[config.mk]
export PLATFORM = sky130hd
export DESIGN_NAME = wdh_top
export DESIGN_NICKNAME = d
export VERILOG_FILES = /design/src/logic/wdh_pkg.sv /design/src/logic/wdh_top.sv
export SDC_FILE = /design/constraint.sdc
export NUM_CORES = 1
export LEC_CHECK = 0
export ABC_CLOCK_PERIOD_IN_PS = 2250
export BUFFER_PORTS_ARGS = -buffer_cell sky130_fd_sc_hd__buf_2
export CAP_MARGIN = 20
export CORE_ASPECT_RATIO = 0.7
export CORE_UTILIZATION = 49
export DETAILED_ROUTE_END_ITERATION = 10
export PLACE_DENSITY = 0.78
export SYNTH_ARGS = -nofsm -noshare
export SYNTH_HDL_FRONTEND = slang
export SYNTH_SLANG_ARGS = --single-unit
[constraint.sdc]
create_clock -name clk -period 2.25 [get_ports clk]
set_input_delay 0.225 -clock clk [delete_from_list [all_inputs] [get_ports clk]]
set_output_delay 0.225 -clock clk [all_outputs]
set_load 0.02 [all_outputs]
[src/logic/wdh_pkg.sv]
// Package for the watchdog and halt control block: map, fields, resets, timing
package wdh_pkg;
	// Register map (byte addresses on the plain register port)
	localparam logic [7:0] WDH_ADDR_COUNT_LO   = 8'hC2;
	localparam logic [7:0] WDH_ADDR_COUNT_HI   = 8'hC3;
	localparam logic [7:0] WDH_ADDR_CONTROL    = 8'hC4;
	localparam logic [7:0] WDH_ADDR_FLAGS      = 8'hFC;
	// Control register fields
	localparam int WDH_CTL_HALT_BIT   = 7;
	localparam int WDH_CTL_SEL_HI     = 6;
	localparam int WDH_CTL_SEL_LO     = 4;
	localparam int WDH_CTL_STOP_BIT   = 3;
	localparam logic [7:0] WDH_CTL_RESET      = 8'hF8;
	localparam logic [7:0] WDH_CTL_UPPER_MASK = 8'hF8;
	// Flags register fields
	localparam int WDH_FLG_TIMEOUT_BIT = 0;
	localparam int WDH_FLG_STOP_BIT    = 1;
	// Counter and prescaler
	localparam int WDH_CNT_W     = 16;
	localparam int WDH_TICK_DIV  = 64;
	localparam int WDH_TICK_W    = 6;
	localparam logic [15:0] WDH_RESTART_VECTOR = 16'h0020;
	localparam logic [7:0]  WDH_OP_HALT        = 8'h7F;
	// Timeout in crystal cycles for select 001; each step doubles
	localparam longint WDH_BASE_TIMEOUT_CYC = 65536;

	typedef enum logic [2:0]
	{
		WDH_RUN  = 3'b001,
		WDH_HALT = 3'b010,
		WDH_STOP = 3'b100
	} wdh_mode_t;

	typedef struct packed
	{
		logic       wr;
		logic       rd;
		logic [7:0] addr;
		logic [7:0] wdata;
	} wdh_bus_t;

	typedef struct packed
	{
		logic first_instr;
		logic restart;
		logic halt;
		logic stop;
		logic irq;
		logic wake;
	} wdh_core_t;
endpackage

[src/logic/wdh_top.sv]
// Watchdog timer, reset-cause flags and halt/stop power-mode control
//
// Overview of operation
// - 16-bit retriggerable one-shot forces reset at terminal
// - Counter advances once per 64 crystal cycles
// - Timeout vectors to 0020H and sets flag
// - Out of reset running with longest timeout
// - Restart reloads count from time-select bits
// - Disable only at first instruction or stop
// - Timeout coinciding with restart still resets
// - Pin reset clears both timeout and stop flags
// - Timeout sets the timeout flag
// - Stop instruction sets stop-recovery flag
// - Flags clear only by explicit software write or pin reset
// - Upper five control bits writable first instruction only
// - Bits 6:4 select timeout, 000 disables
// - Bit 7 allows watchdog reset during halt
// - Bit 3 set blocks entry to stop mode; stop flag still sets
// - Wake from stop sets stop gate again
// - Halt gates core clock, oscillator keeps running
// - Halt entered by opcode 7F alone
// - Interrupt releases halt, resumes after halt
// - Reset or timeout from halt restarts at 0020H
// - Flags in bits 1:0 of register FC
`timescale 1ns/1ps
module wdh_top
(
	// Clock and reset
	input  wire logic                    clk,
	input  wire logic                    rst,
	// Register port
	input  wire wdh_pkg::wdh_bus_t       bus,
	output logic [7:0]                   rdata,
	// Core events
	input  wire wdh_pkg::wdh_core_t      core,
	input  wire logic [7:0]              opcode,
	// Core control
	output logic                         core_clk_en,
	output logic                         wdt_reset,
	output logic [15:0]                  vector_pc,
	output logic                         halted,
	output logic                         stopped
);
	import wdh_pkg::*;

	logic [7:0]               ctl_r;
	logic [7:0]               ctl_nxt;
	logic [1:0]               flags_r;
	logic [1:0]               flags_nxt;
	logic [WDH_CNT_W-1:0]     cnt_r;
	logic [WDH_CNT_W-1:0]     cnt_nxt;
	logic [WDH_TICK_W-1:0]    pre_r;
	logic                     first_r;
	logic                     first_seen_r;
	logic                     wdt_reset_r;
	logic [7:0]               rdata_r;
	wdh_mode_t                mode_r;
	wdh_mode_t                mode_nxt;

	// Reload value: count of 64-cycle ticks giving 65536 << (sel-1) cycles
	function automatic logic [WDH_CNT_W-1:0] reload_of(input logic [2:0] sel);
		logic [WDH_CNT_W-1:0] v;
		v = '0;
		if (sel != 3'd0)
			v = WDH_CNT_W'((WDH_BASE_TIMEOUT_CYC / WDH_TICK_DIV) << (sel - 3'd1)) - 16'h0001;
		return v;
	endfunction

	wire [2:0] sel        = ctl_r[WDH_CTL_SEL_HI:WDH_CTL_SEL_LO];
	wire       wdt_on     = (sel != 3'd0) && (mode_r != WDH_STOP);
	wire       tick       = (pre_r == 6'(WDH_TICK_DIV - 1));
	wire       terminal   = wdt_on && tick && (cnt_r == 16'h0000);
	wire       halt_ok    = ctl_r[WDH_CTL_HALT_BIT] || (mode_r != WDH_HALT);
	wire       timeout    = terminal && halt_ok;
	wire       wr_ctl     = bus.wr && (bus.addr == WDH_ADDR_CONTROL);
	wire       wr_flags   = bus.wr && (bus.addr == WDH_ADDR_FLAGS);
	wire       halt_cmd   = core.halt && (opcode == WDH_OP_HALT);
	wire       stop_cmd   = core.stop && !ctl_r[WDH_CTL_STOP_BIT];

	// Upper five bits only in the first instruction; bits 2:0 always writable
	always_comb
	begin
		ctl_nxt = ctl_r;
		if (wr_ctl)
		begin
			if (first_r && core.first_instr)
				ctl_nxt = bus.wdata;
			else
				ctl_nxt = {ctl_r[7:3], bus.wdata[2:0]};
		end
		if (mode_r == WDH_STOP && core.wake)
			ctl_nxt[WDH_CTL_STOP_BIT] = 1'b1;
	end

	// Hardware set wins over a same-cycle software clear
	always_comb
	begin
		flags_nxt = flags_r;
		if (wr_flags)
			flags_nxt = bus.wdata[1:0];
		if (timeout)
			flags_nxt[WDH_FLG_TIMEOUT_BIT] = 1'b1;
		if (core.stop)
			flags_nxt[WDH_FLG_STOP_BIT] = 1'b1;
	end

	// A restart in the terminal cycle does not rescue the part
	always_comb
	begin
		cnt_nxt = cnt_r;
		if (core.restart || timeout)
			cnt_nxt = reload_of(sel);
		else if (wdt_on && tick && cnt_r != 16'h0000)
			cnt_nxt = cnt_r - 16'h0001;
	end

	always_comb
	begin
		mode_nxt = mode_r;
		case (mode_r)
			WDH_RUN:
				if (stop_cmd)
					mode_nxt = WDH_STOP;
				else if (halt_cmd)
					mode_nxt = WDH_HALT;
			WDH_HALT:
				if (core.irq || timeout)
					mode_nxt = WDH_RUN;
			WDH_STOP:
				if (core.wake)
					mode_nxt = WDH_RUN;
			default:
				mode_nxt = WDH_RUN;
		endcase
	end

	always_ff @(posedge clk or posedge rst)
	begin
		if (rst)
		begin
			ctl_r   <= WDH_CTL_RESET;
			flags_r      <= 2'b00;
			first_r      <= 1'b1;
			first_seen_r <= 1'b0;
		end
		else
		begin
			ctl_r        <= ctl_nxt;
			flags_r      <= flags_nxt;
			first_seen_r <= core.first_instr;
			// The window closes once the first instruction has ended, not when it starts
			if (first_seen_r && !core.first_instr)
				first_r <= 1'b0;
		end
	end

	always_ff @(posedge clk or posedge rst)
	begin
		if (rst)
		begin
			cnt_r  <= 16'hFFFF;
			pre_r  <= '0;
			mode_r <= WDH_RUN;
		end
		else
		begin
			cnt_r  <= cnt_nxt;
			pre_r  <= (mode_r == WDH_STOP) ? '0 : pre_r + 6'd1;
			mode_r <= mode_nxt;
		end
	end

	wire [7:0] rd_mux = (bus.addr == WDH_ADDR_COUNT_LO) ? cnt_r[7:0] :
	                    (bus.addr == WDH_ADDR_COUNT_HI) ? cnt_r[15:8] :
	                    (bus.addr == WDH_ADDR_CONTROL)  ? ctl_r :
	                    (bus.addr == WDH_ADDR_FLAGS)    ? {6'b000000, flags_r} : 8'h00;

	always_ff @(posedge clk or posedge rst)
	begin
		if (rst)
		begin
			rdata_r     <= 8'h00;
			wdt_reset_r <= 1'b0;
		end
		else
		begin
			rdata_r     <= bus.rd ? rd_mux : 8'h00;
			wdt_reset_r <= timeout;
		end
	end

	assign rdata       = rdata_r;
	assign wdt_reset   = wdt_reset_r;
	assign vector_pc   = WDH_RESTART_VECTOR;
	assign halted      = mode_r[1];
	assign stopped     = mode_r[2];
	assign core_clk_en = mode_r[0];

	a_timeout_flag: assert property (@(posedge clk) disable iff (rst) timeout |=> flags_r[0] && wdt_reset)
		else $error("timeout did not set flag and reset");
	a_restart_race: assert property (@(posedge clk) disable iff (rst) (timeout && core.restart) |=> wdt_reset)
		else $error("restart masked a timeout");
	a_upper_locked: assert property (@(posedge clk) disable iff (rst)
		(!first_r && !(mode_r == WDH_STOP && core.wake)) |=> ctl_r[7:3] == $past(ctl_r[7:3]))
		else $error("upper control bits changed after first instruction");
	a_tick_spacing: assert property (@(posedge clk) disable iff (rst)
		(wdt_on && tick && !core.restart && cnt_r != 0) |=> !tick[*8])
		else $error("counter ticks too often");
	a_stop_noop: assert property (@(posedge clk) disable iff (rst)
		(mode_r == WDH_RUN && core.stop && ctl_r[3]) |=> mode_r != WDH_STOP)
		else $error("stop entered while gated");
	a_wake_regate: assert property (@(posedge clk) disable iff (rst)
		(mode_r == WDH_STOP && core.wake) |=> ctl_r[3] && mode_r == WDH_RUN)
		else $error("wake did not regate stop");
	a_halt_quiet: assert property (@(posedge clk) disable iff (rst)
		(mode_r == WDH_HALT && !ctl_r[7]) |=> !wdt_reset)
		else $error("watchdog reset during halt while suppressed");
	a_stop_flag: assert property (@(posedge clk) disable iff (rst) core.stop |=> flags_r[1])
		else $error("stop did not set recovery flag");
	a_halt_clock: assert property (@(posedge clk) disable iff (rst) halt_cmd && mode_r == WDH_RUN && !stop_cmd
		|=> !core_clk_en ##0 halted)
		else $error("halt did not gate core clock");
endmodule

==> impl_results.md <==
* Required @ worst endpoint at roughly 2500 ps
* Max-slew headroom at 61.6%
* Synth Area in Adders at 1.70%
* WP data arrival at 2400 ps
* Mean Syn Cell Area at approximately 9.5 sq um
* Total power at between 2 and 2.5 mW
* Number of buffers added on ports at 45
* Ys async rst share at 100%
* PwrDens at 656 nW/um^2
* Crit end category: flop
* Initial Util at between 50% and 60%
* Fillers at 482
* Met1 usage in global routing at 39.7%
* Vias in the first global route at approximately 2,600
* WL per Instance at around 17 um
* Post-synth top flop: dfstp_2
* Grt total ovfl at 0
* Fin cells at 460
* CP startpoint kind: flop
* Most numerous cell in the Yosys netlist: nand2_1
* Synthesized flop and latch total at 46
* Fin. Hold Viols at 0
* Met2 Resource Use GR at 42.4%
* Antenna violations before repair at 0
* Area growth from synthesis to layout at 21.0%
* Pleak at 1.54 nW
* Die area at 6320 sq um
* Placed Cells incl. Taps at 449
* Clk slew on worst S/H paths at around 90 ps
* Site Rows at 23
* Sequential share of the synthesized area at 40.1%
* Final WS setup at 50.5 ps
* I/O Pins at 62
* Status: finished, final reports clean
* Top cells by area, synth: dfstp_2 21%, dfrtp_1 20%, buf_4 4.6%, nand2_1 3.6%, a222oi_1 3.1%
* Syn. warnings at 0
* Multiplexer share of the synthesized area at 2.59%
* Largest family of logic cells by synthesized area: simple AND/OR/NAND/NOR gates
* Total CTS buffers at 5
* Clk buf depth at 2
* CTS Hold Bufs at 0
* Antenna-violating nets left at 0
* Reg2reg start: mode_r[0]$_DFFE_PP1P_
* Dominant cell type by area after synthesis: dfstp_2
* Setup Crit Path Kind: flop to flop
* Chip height at 66.8 um
* EDFF count, synth at 0
* Post-Synth XOR/XNOR Area at between 2 and 2.5%
* Final min period at 2200 ps
* List of most frequent post-synthesis cells: 28 x nand2_1, 23 x dfrtp_1, 23 x dfstp_2, 21 x nor2_1, 18 x buf_4
* Detailed-route DRC error count at 0
* Final Setup Violations at 0
* Post-Synthesis Cells at 310
* DIE WIDTH at about 95 um
* Sinks on Clock Net at 46
* Pins Over Slew Limit at 0
* First-pass GRT wire length at 12,900 um
* Worst vdd ir at 0.545 mV
* Mapped cell area at 2940 sq um
* Tcrit/Tclk final at between 90% and 100%
* Skew final at 8.32 ps
* Compound-gate portion of the synthesized area at 17.0%
* FF-to-FF setup slack at between 50 and 60 ps
* Synth top area share at 20.5%
* Dpl ws at 44.1 ps
* 1st-iter DRT viols at 383
* HP Class: primary input to async pin
* GRT Util Overall at 27.3%
* Vias per cell at 5.92
* Worst Tran Pin Value at 576 ps
* H-tree levels at 2
* Worst-path maximum fanout at 5
* Max Cap Viol at 0
* Gpl congestion at 1.01
* Met3 usage at 4.57%
* Top Usage Layer GRT: met2
* Drt first pass iters at 6
* Ratio of cells with drive above 1 in the final layout at 37.4%
* Ant diodes at 0
* Critical path launch point: mode_r[0]$_DFFE_PP1P_
* Largest net degree at the start of global routing at 47
* TritonCTS clock tree: yes
* CORE AREA at between 5000 and 6000 sq um
* Clock root cell: clkbuf_8
* Highest Clock Rate at 455 MHz
* Clk_lat worst skew at 310 ps
* Final nets at approximately 420
* Distinct cells, synth at 68
* DR vias at 2,724
* Reg2Reg Depth at 7
* Dpl hpwl at 5780 um
* Simple logic cell fraction of the synthesized area at roughly a quarter
* Drt total wl at 7780 um
## worst paths after layout
path | end
worst max-delay path | cnt_r[15]$_DFFE_PP1P_
worst min-delay path | mode_r[2]$_DFFE_PP0P_
worst max register to register | cnt_r[15]$_DFFE_PP1P_
worst min register to register | first_r$_DFFE_PP1P_
max in group asynchronous | cnt_r[0]$_DFFE_PP1P_
min in group clk | first_seen_r$_DFF_PP0_
## area by class of cell
cell class,count,area [sq um],share of cell area (%)
multi-input combinational,234,1570,44.1
tap,75,93.8,2.63
timing repair buffer,85,526,14.8
clock inverter,2,60.1,1.69
clock buffer,6,82.6,2.32
inverter,12,50.0,1.40
sequential,46,1180,33.1
## critical path, stage by stage, from the launching register on
cell and delay (ps):
dfstp_2 590, nor4b_1 60, buf_4 150, or3_1 300
or4_4 530, clkinv_4 70, o21ai_2 40, a222oi_1 350
## layer usage
layer | wire [um] | part of all wire [%] | vias to the layer above
met2 | 3470 | 45 | 123
met5 | 0 | 0 | -
met3 | 582 | 7.5 | 10
met1 | 3670 | 47 | 1316
met4 | 58 | 0.75 | 0
li1 | - | - | 1275
## through the flow
stage / hold WS, ps / instance area, sq um / setup TNS, ps / util [%]
finish: 49.1 / 3560 / 0 / 61.9
global route: 55.8 / 3560 / -3.96 / 61.9
CTS: 47.5 / 3510 / 0 / 61.0
detailed placement: 368 / 3360 / 0 / 58.4
global placement: 360 / 3360 / 0 / 58.4
floorplan: 256 / 3000 / 0 / -
## logic make-up after synthesis
group | Yosys count
AOI/OAI and AO/OA | 70
xor gates and xnor gates | 8
adders and majority gates | 4
buffers and inverters | 44
DFF | 46
muxes | 7
other | 2
and+or+nand+nor | 129
## where the power goes
group	internal, mW	total [mW]	switching (mW)
Clock	0.474	0.762	0.288
Sequential	0.956	1.08	0.122
Combinational	0.235	0.497	0.262
## sequential cells by signal (all words and copies together) (netlist names)
register and count:
mode_r 3, pre_r 6, cnt_r 16, first_seen_r 1, first_r 1, ctl_r 8, rdata 8, flags_r 2
wdt_reset 1
## placed cells by master, fill, tap and decap left out, types with 4 or more instances in the layout
master / count
buf_2: 45
clkbuf_8: 6
inv_1: 9
nand3_1: 11
a222oi_1: 9
o211ai_1: 5
nor2b_1: 10
xor2_1: 5
nand4_1: 6
dfrtp_1: 23
a21oi_1: 13
o21ai_0: 11
conb_1: 16
nand2b_1: 4
dfstp_2: 23
buf_4: 40
nand2_1: 28
mux2_2: 5
nor3_1: 9
or3_1: 4
nor2_1: 21
## what timing repair did
item	CTS	global route
endpoints found under the setup margin	1	9
pin swaps	0	2
gates resized for setup	1	8
buffers inserted	0	4
Note: power is estimated with default switching activity, not from simulation.
